`src/prc_pkg.sv`:
```
// Register map, field layout and timing constants for the regulator control slice
package prc_pkg;
  localparam logic [7:0] PRC_ADDR_BUCK_A = 8'h06;
  localparam logic [7:0] PRC_ADDR_BUCK_B = 8'h07;
  localparam logic [7:0] PRC_ADDR_ENABLES = 8'h08;
  localparam logic [7:0] PRC_ADDR_DISCHARGE = 8'h09;
  localparam logic [7:0] PRC_ADDR_STATUS = 8'h0A;
  localparam logic [7:0] PRC_ADDR_ACK = 8'h0B;
  localparam logic [7:0] PRC_RST_BUCK_A = 8'h09;
  localparam logic [7:0] PRC_RST_BUCK_B = 8'h13;
  localparam logic [7:0] PRC_RST_ENABLES = 8'h80;
  localparam logic [7:0] PRC_RST_DISCHARGE = 8'h3F;
  localparam logic [7:0] PRC_RST_STATUS = 8'h04;
  localparam logic [7:0] PRC_MASK_BUCK_A = 8'hFF;
  localparam logic [7:0] PRC_MASK_BUCK_B = 8'h3F;
  localparam logic [7:0] PRC_MASK_ENABLES = 8'hBF;
  localparam logic [7:0] PRC_MASK_DISCHARGE = 8'hFF;
  localparam int PRC_CODE_LSB = 0;
  localparam int PRC_CODE_MSB = 4;
  localparam int PRC_MODE_BIT = 5;
  localparam int PRC_SEL_BIT = 7;
  localparam int PRC_BUCK_ON_BIT = 5;
  localparam int PRC_DELAY_LSB = 5;
  localparam int PRC_REARM_LSB = 6;
  localparam logic [1:0] PRC_REARM_DEFAULTS = 2'h0;
  localparam logic [1:0] PRC_REARM_KEEP = 2'h1;
  localparam int PRC_MV_BASE = 800;
  localparam int PRC_MV_STEP = 50;
  localparam int PRC_CLK_HZ = 40000000;
  localparam int PRC_DELAY_UNIT_US = 128;
  localparam int PRC_DELAY_UNIT_CYC = PRC_DELAY_UNIT_US * (PRC_CLK_HZ / 1000000);

  typedef struct packed {
    logic undervoltage;
    logic sequence_done;
    logic overtemp_shutdown;
    logic overtemp_warning;
  } prc_flags_t;

  typedef struct packed {
    logic buck_on;
    logic buck_forced_pwm;
    logic [4:0] buck_code;
    logic [4:0] linreg_on;
    logic buck_discharge_on;
    logic [4:0] linreg_discharge_on;
  } prc_ctrl_t;

  typedef enum logic [1:0] {
    PRC_ST_IDLE = 2'b00,
    PRC_ST_SEQ = 2'b01,
    PRC_ST_DONE = 2'b10,
    PRC_ST_TSD = 2'b11
  } prc_state_t;

  function automatic logic [11:0] prc_code_mv(input logic [4:0] code);
    logic [4:0] c;
    c = (code == 5'h00) ? 5'h01 : code;
    return 12'(PRC_MV_BASE + PRC_MV_STEP * (int'(c) - 1));
  endfunction : prc_code_mv
endpackage : prc_pkg

```
`src/prc_regulator_regs.sv`:
```
// Regulator control/status registers with sequencer and thermal re-arm
// Contract
// - Buck setting B holds code in 4:0, mode in 5; 7:6 read zero; reset 13h.
// - Mode bit 0 gives auto PFM/PWM, 1 gives forced PWM.
// - Codes 0 and 1 give 0.80 V, each higher code adds 50 mV.
// - Buck setting A code defaults to 01001, 1.20 V.
// - Enable bit 7 picks applied code: 0 setting B, 1 setting A.
// - Enable bit 5 turns buck on; bit 6 reads zero; reset 80h.
// - Enable bits 4..0 turn on linear regulators five to one.
// - Discharge bits 5..0 enable active discharge; reset 3Fh.
// - Re-arm 10 keeps device off after thermal shutdown.
// - Re-arm 01 restarts sequence keeping present register values.
// - Re-arm 00 reloads defaults then restarts sequence.
// - Status is read-only, 7:4 zero, 3..0 live flags; reset 04h.
// - Undervoltage flag follows the input lockout comparator with hysteresis.
// - Sequence flag 0 while sequencing, 1 when done or enable pin low.
// - Thermal shutdown flag follows the shutdown comparator.
// - Thermal warning flag follows the warning comparator.
// - Start delay equals delay code plus one times 128 us.
// - Buck setting A code sits in bits 4:0 and decodes as setting B.
// - Ack register latches flag edges, sequence rising only; read clears.
`timescale 1ns/1ps
module prc_regulator_regs
  import prc_pkg::*;
#(
  parameter int DELAY_UNIT_CYC = PRC_DELAY_UNIT_CYC
) (
  input wire logic i_clk,
  input wire logic i_sys_rst,
  input wire logic i_wr_en,
  input wire logic i_rd_en,
  input wire logic [7:0] i_addr,
  input wire logic [7:0] i_wdata,
  output logic [7:0] o_rdata,
  input wire logic i_hardware_enable_pin,
  input wire logic i_undervoltage_cmp,
  input wire logic i_overtemp_shutdown_cmp,
  input wire logic i_overtemp_warning_cmp,
  output prc_ctrl_t o_ctrl,
  output logic [11:0] o_buck_mv,
  output logic o_running
);
  logic [7:0] buck_a_reg;
  logic [7:0] buck_b_reg;
  logic [7:0] enables_reg;
  logic [7:0] discharge_reg;
  logic [7:0] rdata_reg;
  logic [2:0] sync1_reg;
  logic [2:0] sync2_reg;
  logic [1:0] enpin_sync_reg;
  prc_flags_t flags;
  prc_flags_t flags_d_reg;
  logic [3:0] ack_reg;
  logic [3:0] ack_set;
  prc_state_t state_reg;
  prc_state_t state_next;
  logic [3:0] unit_cnt_reg;
  logic [$clog2(DELAY_UNIT_CYC+1)-1:0] tick_cnt_reg;
  logic load_defaults;
  logic [1:0] rearm;
  logic [4:0] applied_code;

  // Pin-level inputs pass two flops before use
  always_ff @(posedge i_clk) begin
    if (i_sys_rst) begin
      sync1_reg <= 3'h0;
      sync2_reg <= 3'h0;
      enpin_sync_reg <= 2'h0;
    end else begin
      sync1_reg <= {i_undervoltage_cmp, i_overtemp_shutdown_cmp, i_overtemp_warning_cmp};
      sync2_reg <= sync1_reg;
      enpin_sync_reg <= {enpin_sync_reg[0], i_hardware_enable_pin};
    end
  end

  assign rearm = discharge_reg[PRC_REARM_LSB +: 2];

  // Sequencer: delay tick of 128 us units, done after code+1 units
  always_comb begin
    state_next = state_reg;
    load_defaults = 1'b0;
    unique case (state_reg)
      PRC_ST_IDLE: if (enpin_sync_reg[1]) state_next = PRC_ST_SEQ;
      PRC_ST_SEQ: if (unit_cnt_reg > buck_a_reg[PRC_DELAY_LSB +: 3]) state_next = PRC_ST_DONE;
      PRC_ST_DONE: state_next = PRC_ST_DONE;
      PRC_ST_TSD: begin
        if (!sync2_reg[1] && rearm == PRC_REARM_KEEP) begin
          state_next = PRC_ST_SEQ;
        end else if (!sync2_reg[1] && rearm == PRC_REARM_DEFAULTS) begin
          state_next = PRC_ST_SEQ;
          load_defaults = 1'b1;
        end
        // Codes 10 and 11 stay off until re-arm is rewritten or the enable pin drops
      end
    endcase
    if (!enpin_sync_reg[1]) state_next = PRC_ST_IDLE;
    else if (sync2_reg[1] && state_reg != PRC_ST_TSD) state_next = PRC_ST_TSD;
  end

  always_ff @(posedge i_clk) begin
    if (i_sys_rst) begin
      state_reg <= PRC_ST_IDLE;
      unit_cnt_reg <= 4'h0;
      tick_cnt_reg <= '0;
    end else begin
      state_reg <= state_next;
      if (state_reg != PRC_ST_SEQ || state_next != PRC_ST_SEQ) begin
        unit_cnt_reg <= 4'h0;
        tick_cnt_reg <= '0;
      end else if (tick_cnt_reg == ($bits(tick_cnt_reg))'(DELAY_UNIT_CYC - 1)) begin
        tick_cnt_reg <= '0;
        unit_cnt_reg <= unit_cnt_reg + 4'h1;
      end else begin
        tick_cnt_reg <= tick_cnt_reg + 1'b1;
      end
    end
  end

  // Register writes; defaults reloaded on thermal re-arm code 00
  always_ff @(posedge i_clk) begin
    if (i_sys_rst || load_defaults) begin
      buck_a_reg <= PRC_RST_BUCK_A;
      buck_b_reg <= PRC_RST_BUCK_B;
      enables_reg <= PRC_RST_ENABLES;
      discharge_reg <= PRC_RST_DISCHARGE;
    end else if (i_wr_en) begin
      unique case (i_addr)
        PRC_ADDR_BUCK_A: buck_a_reg <= i_wdata & PRC_MASK_BUCK_A;
        PRC_ADDR_BUCK_B: buck_b_reg <= i_wdata & PRC_MASK_BUCK_B;
        PRC_ADDR_ENABLES: enables_reg <= i_wdata & PRC_MASK_ENABLES;
        PRC_ADDR_DISCHARGE: discharge_reg <= i_wdata & PRC_MASK_DISCHARGE;
        default: ;
      endcase
    end
  end

  assign flags.undervoltage = sync2_reg[2];
  assign flags.sequence_done = (state_reg == PRC_ST_DONE) || !enpin_sync_reg[1];
  assign flags.overtemp_shutdown = sync2_reg[1];
  assign flags.overtemp_warning = sync2_reg[0];

  // Edge latches; a new edge wins over the read that clears
  assign ack_set[3] = flags.undervoltage ^ flags_d_reg.undervoltage;
  assign ack_set[2] = flags.sequence_done & ~flags_d_reg.sequence_done;
  assign ack_set[1] = flags.overtemp_shutdown ^ flags_d_reg.overtemp_shutdown;
  assign ack_set[0] = flags.overtemp_warning ^ flags_d_reg.overtemp_warning;

  always_ff @(posedge i_clk) begin
    if (i_sys_rst) begin
      flags_d_reg <= PRC_RST_STATUS[3:0];
      ack_reg <= 4'h0;
    end else begin
      flags_d_reg <= flags;
      if (i_rd_en && i_addr == PRC_ADDR_ACK) ack_reg <= ack_set;
      else ack_reg <= ack_reg | ack_set;
    end
  end

  always_ff @(posedge i_clk) begin
    if (i_sys_rst) begin
      rdata_reg <= 8'h00;
    end else if (i_rd_en) begin
      unique case (i_addr)
        PRC_ADDR_BUCK_A: rdata_reg <= buck_a_reg;
        PRC_ADDR_BUCK_B: rdata_reg <= buck_b_reg;
        PRC_ADDR_ENABLES: rdata_reg <= enables_reg;
        PRC_ADDR_DISCHARGE: rdata_reg <= discharge_reg;
        PRC_ADDR_STATUS: rdata_reg <= {4'h0, flags};
        PRC_ADDR_ACK: rdata_reg <= {4'h0, ack_reg};
        default: rdata_reg <= 8'h00;
      endcase
    end
  end
  assign o_rdata = rdata_reg;

  // Controls decode straight from registers so a write acts next edge
  assign applied_code = enables_reg[PRC_SEL_BIT] ? buck_a_reg[PRC_CODE_MSB:PRC_CODE_LSB]
                                                 : buck_b_reg[PRC_CODE_MSB:PRC_CODE_LSB];
  assign o_running = (state_reg == PRC_ST_DONE);
  assign o_ctrl.buck_on = enables_reg[PRC_BUCK_ON_BIT] && o_running;
  assign o_ctrl.buck_forced_pwm = buck_b_reg[PRC_MODE_BIT];
  assign o_ctrl.buck_code = applied_code;
  assign o_ctrl.linreg_on = o_running ? enables_reg[4:0] : 5'h00;
  assign o_ctrl.buck_discharge_on = discharge_reg[PRC_BUCK_ON_BIT];
  assign o_ctrl.linreg_discharge_on = discharge_reg[4:0];
  assign o_buck_mv = prc_code_mv(applied_code);

  property p_status_rd;
    @(posedge i_clk) disable iff (i_sys_rst)
      (i_rd_en && i_addr == PRC_ADDR_STATUS) |=> (o_rdata[7:4] == 4'h0);
  endproperty
  a_status_rd: assert property (p_status_rd) else $error("status upper bits set");

  property p_b_spare;
    @(posedge i_clk) disable iff (i_sys_rst) buck_b_reg[7:6] == 2'h0;
  endproperty
  a_b_spare: assert property (p_b_spare) else $error("buck B spare bits set");

  property p_write_acts;
    @(posedge i_clk) disable iff (i_sys_rst)
      (i_wr_en && i_addr == PRC_ADDR_BUCK_B) |=> o_ctrl.buck_forced_pwm == $past(i_wdata[5]);
  endproperty
  a_write_acts: assert property (p_write_acts) else $error("mode write not applied");

  property p_sel;
    @(posedge i_clk) disable iff (i_sys_rst)
      !enables_reg[7] |-> o_ctrl.buck_code == buck_b_reg[4:0];
  endproperty
  a_sel: assert property (p_sel) else $error("wrong buck code applied");

  property p_mv;
    @(posedge i_clk) disable iff (i_sys_rst)
      (applied_code == 5'h1F) |-> o_buck_mv == 12'd2300;
  endproperty
  a_mv: assert property (p_mv) else $error("top code voltage wrong");

  property p_hold_off;
    @(posedge i_clk) disable iff (i_sys_rst)
      (state_reg == PRC_ST_TSD && rearm[1] && enpin_sync_reg[1]) |=> state_reg == PRC_ST_TSD;
  endproperty
  a_hold_off: assert property (p_hold_off) else $error("restarted with no re-arm");

  property p_seq_flag;
    @(posedge i_clk) disable iff (i_sys_rst)
      !enpin_sync_reg[1] |-> flags.sequence_done;
  endproperty
  a_seq_flag: assert property (p_seq_flag) else $error("sequence flag low with pin low");

  property p_ack_clear;
    @(posedge i_clk) disable iff (i_sys_rst)
      (i_rd_en && i_addr == PRC_ADDR_ACK && ack_set == 4'h0) |=> ack_reg == 4'h0;
  endproperty
  a_ack_clear: assert property (p_ack_clear) else $error("ack not cleared by read");

  property p_tsd_flag;
    @(posedge i_clk) disable iff (i_sys_rst)
      $rose(sync1_reg[1]) |=> flags.overtemp_shutdown;
  endproperty
  a_tsd_flag: assert property (p_tsd_flag) else $error("shutdown flag late");

  property p_seq_busy;
    @(posedge i_clk) disable iff (i_sys_rst)
      (state_reg == PRC_ST_SEQ && enpin_sync_reg[1]) |-> !flags.sequence_done;
  endproperty
  a_seq_busy: assert property (p_seq_busy) else $error("sequence flag high early");

  property p_keep_regs;
    @(posedge i_clk) disable iff (i_sys_rst)
      (state_reg == PRC_ST_TSD && rearm == PRC_REARM_KEEP && !sync2_reg[1] && enpin_sync_reg[1]
        && !i_wr_en) |=> (state_reg == PRC_ST_SEQ && $stable(enables_reg));
  endproperty
  a_keep_regs: assert property (p_keep_regs) else $error("keep re-arm lost values");

  property p_reload;
    @(posedge i_clk) disable iff (i_sys_rst)
      (state_reg == PRC_ST_TSD && rearm == PRC_REARM_DEFAULTS && !sync2_reg[1])
        |=> (enables_reg == PRC_RST_ENABLES && discharge_reg == PRC_RST_DISCHARGE);
  endproperty
  a_reload: assert property (p_reload) else $error("defaults not reloaded");

  property p_off_unless_run;
    @(posedge i_clk) disable iff (i_sys_rst)
      (state_reg != PRC_ST_DONE) |-> (!o_ctrl.buck_on && o_ctrl.linreg_on == 5'h00);
  endproperty
  a_off_unless_run: assert property (p_off_unless_run) else $error("rail on while off");

  property p_tsd_enter;
    @(posedge i_clk) disable iff (i_sys_rst)
      (sync2_reg[1] && enpin_sync_reg[1]) |=> state_reg == PRC_ST_TSD;
  endproperty
  a_tsd_enter: assert property (p_tsd_enter) else $error("shutdown not entered");

  property p_en_spare;
    @(posedge i_clk) disable iff (i_sys_rst)
      (enables_reg & ~PRC_MASK_ENABLES) == 8'h00;
  endproperty
  a_en_spare: assert property (p_en_spare) else $error("enable spare bit set");

  property p_write_en;
    @(posedge i_clk) disable iff (i_sys_rst)
      (i_wr_en && i_addr == PRC_ADDR_ENABLES && !load_defaults)
        |=> enables_reg == ($past(i_wdata) & PRC_MASK_ENABLES);
  endproperty
  a_write_en: assert property (p_write_en) else $error("enable write not applied");

  property p_ack_set;
    @(posedge i_clk) disable iff (i_sys_rst)
      (ack_set != 4'h0) |=> ((ack_reg & $past(ack_set)) == $past(ack_set));
  endproperty
  a_ack_set: assert property (p_ack_set) else $error("flag edge not latched");

  property p_mv_base;
    @(posedge i_clk) disable iff (i_sys_rst)
      (applied_code <= 5'h01) |-> o_buck_mv == 12'h320;
  endproperty
  a_mv_base: assert property (p_mv_base) else $error("bottom code voltage wrong");

  property p_disch;
    @(posedge i_clk) disable iff (i_sys_rst)
      (i_wr_en && i_addr == PRC_ADDR_DISCHARGE && !load_defaults)
        |=> {o_ctrl.buck_discharge_on, o_ctrl.linreg_discharge_on} == $past(i_wdata[PRC_BUCK_ON_BIT:0]);
  endproperty
  a_disch: assert property (p_disch) else $error("discharge write not applied");
endmodule : prc_regulator_regs

```
`config.mk`:
```
export PLATFORM = sky130hd
export DESIGN_NAME = prc_regulator_regs
export DESIGN_NICKNAME = d
export VERILOG_FILES = /design/src/prc_pkg.sv /design/src/prc_regulator_regs.sv
export SDC_FILE = /design/constraint.sdc
export NUM_CORES = 1
export LEC_CHECK = 0
export BUFFER_PORTS_ARGS = -buffer_cell sky130_fd_sc_hd__buf_2
export CAP_MARGIN = 10
export CORE_MARGIN = 10
export CORE_UTILIZATION = 45
export CTS_CLUSTER_SIZE = 8
export DETAILED_ROUTE_END_ITERATION = 8
export GPL_TIMING_DRIVEN = 0
export PLACE_DENSITY = 0.68
export SETUP_SLACK_MARGIN = 0.5
export SYNTH_ARGS = -nofsm -noshare
export SYNTH_HDL_FRONTEND = slang
export SYNTH_SLANG_ARGS = --single-unit
```
`constraint.sdc`:
```
create_clock -name i_clk -period 5.3 [get_ports i_clk]
set_input_delay 0.795 -clock i_clk [delete_from_list [all_inputs] [get_ports i_clk]]
set_output_delay 0.795 -clock i_clk [all_outputs]
set_load 0.01 [all_outputs]
```
# [Yosys cells after proc, flatten, opt, wreduce, memory -nomap -nowiden]
# Index checks and enable logic that the tools add are counted.
[word_totals] register_bits=72 inputBits=24 output_inout_bits=39 word_cells=75
[op_classes] add_sub_neg=4 multipliers=1 n_lt_le_gt_ge=1 n_eq_ne=14 muxes=14 bitwise=6 reduce_logical=19
[ops] op="8-bit one-hot mux with 6 select lines" n=1
[ops] op="8-bit by 4-bit == test with 1-bit output (second input constant)" n=4
[ops] op="8-bit by 3-bit == test with 1-bit output (second input constant)" n=2
[ops] op="5-bit two-way mux" n=3
[ops] op="13-bit by 1-bit adder with 13-bit output (second input constant)" n=1
[ops] op="13-bit == test (second input constant)" n=1
[ops] op="11-bit by 12-bit adder with 12-bit output (first input constant)" n=1
[ops] op="6-bit by 6-bit multiplier with 11-bit output (first input constant)" n=1
[ops] op="2-bit two-way mux" n=5
[ops] op="2-bit one-hot mux with 4 select lines" n=1
[ops] op="2-bit AND reduction" n=4
[ops] op="5-bit by 1-bit subtractor with 6-bit output (second input constant)" n=1
[ops] op="1-bit logical AND" n=5
[ops] op="5-bit zero test" n=1
[ops] op="4-bit by 1-bit adder with 4-bit output (second input constant)" n=1
[ops] op="2-bit by 1-bit == test with 1-bit output (second input constant)" n=2
[ops] op="2-bit == test (second input constant)" n=2
[ops] op="4-bit by 3-bit > comparator with 1-bit output" n=1
[ops] op="2-bit zero test" n=2
[ops] op="4-bit two-way mux" n=1
[ops] op="2-bit by 1-bit != test with 1-bit output (second input constant)" n=2
[ops] op="4-bit OR" n=1
[ops] op="1-bit logical OR" n=3
[ops] op="1-bit two-way mux" n=3
[ops] op="other kinds (7)" n=10

# [Logic depth before layout (Yosys ltp)]
[logic_depth] ltp_word=10 mapped_depth=20 ltp_nobuf=19

# [Worst setup path before layout]
# No wires, ideal clock.
[synth_path] path_kind="register to output" startpoint="register enables_reg[7]" endpoint="output o_buck_mv[11]" arrival_time_ps=4782 required_time_ps=4505 path_slack_ps=-277 path_stages_with_launch=19 path_buffers=1 cell_sequence="dfxtp_1 clkbuf_1 mux2_2 a41oi_1 ha_1 nand3_1 xnor2_1 ha_1 inv_1 fa_1 inv_1 fa_1 ha_1 inv_1 fa_1 a21boi_0 and2_1 o311ai_0 xor2_1"
[synth_lines] item="from (decl)" line_no="prc_regulator_regs.sv:45" text="logic [7:0] enables_reg;"
[synth_lines] item="from (signal assigned)" line_no="prc_regulator_regs.sv:130" text="PRC_ADDR_ENABLES: enables_reg <= i_wdata & PRC_MASK_ENABLES;"
[synth_lines] item="to (decl)" line_no="prc_regulator_regs.sv:40" text="output logic [11:0] o_buck_mv,"

# [Final worst setup path]
[layout_path] startpoint="register enables_reg[7]" endpoint="output o_buck_mv[11]"
[layout_between] elab_chain_cells=6
[layout_rtl] item="5-bit two-way mux *" line_no="prc_regulator_regs.sv:177" text="assign applied_code = enables_reg[PRC_SEL_BIT] ? buck_a_reg[PRC_CODE_MSB:PRC_CODE_LSB]"
[layout_rtl] item="5-bit zero test" line_no="prc_pkg.sv:58" text="c = (code == 5'h00) ? 5'h01 : code;"
[layout_rtl] item="5-bit two-way mux *" line_no="prc_pkg.sv:58"
[layout_rtl] item="5-bit by 1-bit subtractor with 6-bit output *" line_no="prc_pkg.sv:59" text="return 12'(PRC_MV_BASE + PRC_MV_STEP * (int'(c) - 1));"
[layout_rtl] item="6-bit by 6-bit multiplier with 11-bit output *" line_no="prc_pkg.sv:59"
[layout_rtl] item="11-bit by 12-bit adder with 12-bit output *" line_no="prc_pkg.sv:59"
# Every way passes the cells marked *; elsewhere a longest branch is shown, timed or not.

==> impl_metrics.py <==
metrics = {
    "timing": {
        "fin_crit_ns": 5.55,
        "setup_ws_ns": -0.255,
        "hold_viol_final": 0,
        "relSlewSlack": 0.556,
        "slew_viol_final": 0,
        "timing.fmax_ghz": 0.180,
        "finClkSkew_ns": 0.0108,
        "worst_slew_pin_slew_ns": 0.666,
        "setup_viol": 1,
        "period_share": 1.05,
        "grt_setup_unrepaired": "true",
    },
    "setup_path": {
        "crit_chain": "buf_8 -> buf_4 -> mux2i_4 -> a41oi_4 -> ha_4 -> nand3_4 -> xnor2_4 -> ha_2 -> inv_2 -> fa_1 -> inv_2 -> fa_2 -> ha_4 -> inv_2 -> fa_2 -> a21boi_4 -> a221oi_2 -> o22a_1 -> o311ai_4 -> xor2_1 -> buf_2",
        "cp.arrival_ns": 4.76,
        "r2r-end": "enables_reg[2]",
        "critPathRequiredTime_ns": 4.51,
        "crit_family": "adder cells",
        "critical_path_class": "reg2out",
        "crit_end": "o_buck_mv[11]",
        "worstReg2RegStart": "sync2_reg[1]",
        "cpMaxStageDelayCell": "fa_1",
        "reg2regPathDepth": 6,
        "cp-end-kind": "output pin",
        "cp.depth": 21,
        "crit_top_cell": "inv_2",
        "cp_slowest_stage_delay_ns": 0.48,
        "path_buf_inv": 6,
        "worst-r2r-setup-slack_ns": 3.38,
        "worstPathMaxFanout": 6,
        "startpoint_type": "flop",
        "startpoint": "enables_reg[7]",
    },
    "detailed_routing": {
        "drc": 0,
        "vias": 3262,
        "wirelength_mm": 9.69,
        "drt_first_pass_iters": 4,
        "ant_nets": 0,
        "wl_per_cell_um": 15.5,
        "viasPerCell": 5.23,
        "drt_iter0_drc": 277,
    },
    "grt": {
        "antenna_found_initial": 0,
        "grt-ovfl-total": 0,
        "grt.total_usage": 0.152,
        "grt_pass1_vias": 3244,
        "grt_max_degree": 14,
        "grt_pass1_wl_mm": 16.1,
    },
    "die": {
        "die_area_um2": 12800,
        "die_height_um": 113,
        "rows": 33,
        "ioPinCount": 63,
        "initial_core_util": 0.467,
        "core_area_um2": 8340,
        "die_w_um": 113,
    },
    "yosys": {
        "ys_types": 55,
        "yosys-top-cells-area": "dfxtp_1, mux2i_1, ha_1, nor2_1, nand3_1",
        "synth_top_area_share": 0.370,
        "yosys_warnings": 0,
        "synth_edf_count": 0,
        "postSynth.asyncResetShare": 0,
        "ys_ff_latch": 72,
        "syn_area_um2": 3900,
        "synth_area_leader_cell": "dfxtp_1",
        "syn_area_per_cell_um2": 9.08,
        "synth_top_flop_cell": "dfxtp_1",
        "yosysSeqAreaShare": 0.370,
        "netlist_instances": 429,
    },
    "final_layout": {
        "post-route-util": 0.595,
        "diodes": 0,
        "largest_reg_flops": 13,
        "stdcell_count": 624,
        "drive_above_1_share": 0.289,
        "synthToLayoutAreaGrowth_pct": 27.4,
        "mostFrequentLayoutCell": "dfxtp_1",
        "final_nets": 569,
        "final_cell_mix": "dfxtp_1, buf_2, nor2_1",
    },
    "pwr": {
        "irDropWorstVdd_v": 0.000155,
        "p_leak_nw": 2.18,
        "p_per_area_nw_per_um2": 216,
        "p_total_mw": 1.07,
    },
    "min_path": {
        "hp-class": "reg2reg",
        "min_delay_path_depth": 1,
    },
    "clock_tree": {
        "clockBufferDepth": 2,
        "ctsHtreeMaxLevel": 3,
        "clock-root-buffer": "clkbuf_8",
        "clock_sinks": 72,
        "cts_tree": "built",
        "numCtsBuffers": 9,
        "path_clk_slew_ns": 0.07,
        "postCtsHoldBufs": 0,
        "clkLatencyLatePin_ns": 0.35,
    },
    "place": {
        "portBuffers": 59,
        "place.gp.congestion": 0.977,
        "dp.cells": 595,
        "hpwl_mm": 7.35,
    },
    "flow_run": {
        "maxCapViolCount": 0,
    },
    "outcome": {
        "status": "finished with violations",
        "failed_checks": "negative setup slack",
    },
}
worst min-delay path by stage:
stage	to	startpoint	slack, ns
2_1_floorplan	enpin_sync_reg[1]	enpin_sync_reg[0]	0.41
3_3_place_gp	sync2_reg[0]	sync1_reg[0]	0.42
3_5_place_dp	enpin_sync_reg[1]	enpin_sync_reg[0]	0.42
4_1_cts	enpin_sync_reg[1]	enpin_sync_reg[0]	0.44
5_1_grt	sync2_reg[1]	sync1_reg[1]	0.46
6_report	enpin_sync_reg[1]	enpin_sync_reg[0]	0.44
area by class of cell:
type                    count  area (um^2)
plain buffers              26          149
clock buffers              12          165
clock inverters             4         33.8
fillers                   749         3380
inverters                  28          108
multi-input cells         305         2530
flip-flops and latches     72         1440
well taps                 105          131
repair buffers             72          400
Yosys cell counts (3+ instances only):
| master | n |
|---|---|
| dfxtp_1 | 72 |
| mux4_2 | 3 |
| nand2_1 | 29 |
| o21ai_0 | 6 |
| a211oi_1 | 7 |
| fa_1 | 4 |
| inv_1 | 28 |
| mux2_2 | 4 |
| xnor2_1 | 13 |
| nand3_1 | 26 |
| xor2_1 | 12 |
| nor2b_1 | 16 |
| and2_1 | 8 |
| nor3_1 | 5 |
| nor2_1 | 55 |
| nand4_1 | 3 |
| ha_1 | 27 |
| mux2i_1 | 34 |
| clkbuf_1 | 14 |
| a21oi_1 | 12 |
| buf_4 | 8 |
kinds of logic after synthesis:
family | after synthesis | synth area share
AO/OA/AOI/OAI | 46 | 0.0813
other | 1 | 0.000962
XOR/XNOR | 25 | 0.0562
AND/OR/NAND/NOR | 159 | 0.206
buffers and inverters | 54 | 0.0623
multiplexers | 41 | 0.116
adder cells (fa/ha/maj) | 31 | 0.107
flip-flops | 72 | 0.370
routing by layer:
layer  up-vias  GRT usage  routed length, um
met5         -          0                  0
met4         0     0.0525                203
met1      1515      0.190               4270
met2       102      0.244               4520
li1       1626          -                  -
met3        19     0.0417                699
where the power goes:
| part | switching [mW] | internal [mW] |
|---|---|---|
| registers | 0.00421 | 0.548 |
| logic | 0.0509 | 0.0426 |
| clock network | 0.215 | 0.213 |
through the flow:
stage                     TNS, ns  hold WS, ns  area, um^2  worst slack [ns]
after floorplan                 0        0.414        4100             0.507
after global placement          0        0.418        4520            0.0577
final                      -0.255        0.441        4960            -0.255
after detailed placement  -0.0548        0.424        4520           -0.0548
after global routing       -0.584        0.458        4960            -0.415
after CTS                  -0.246        0.443        4830            -0.246
what timing repair did:
action / 4_1_cts / 5_1_grt
gates resized for setup: 8 / 15
pin swaps: 5 / 15
endpoints found under the setup margin: 4 / 4
setup buffers: 9 / 4
(Power assumes the default switching activity.)
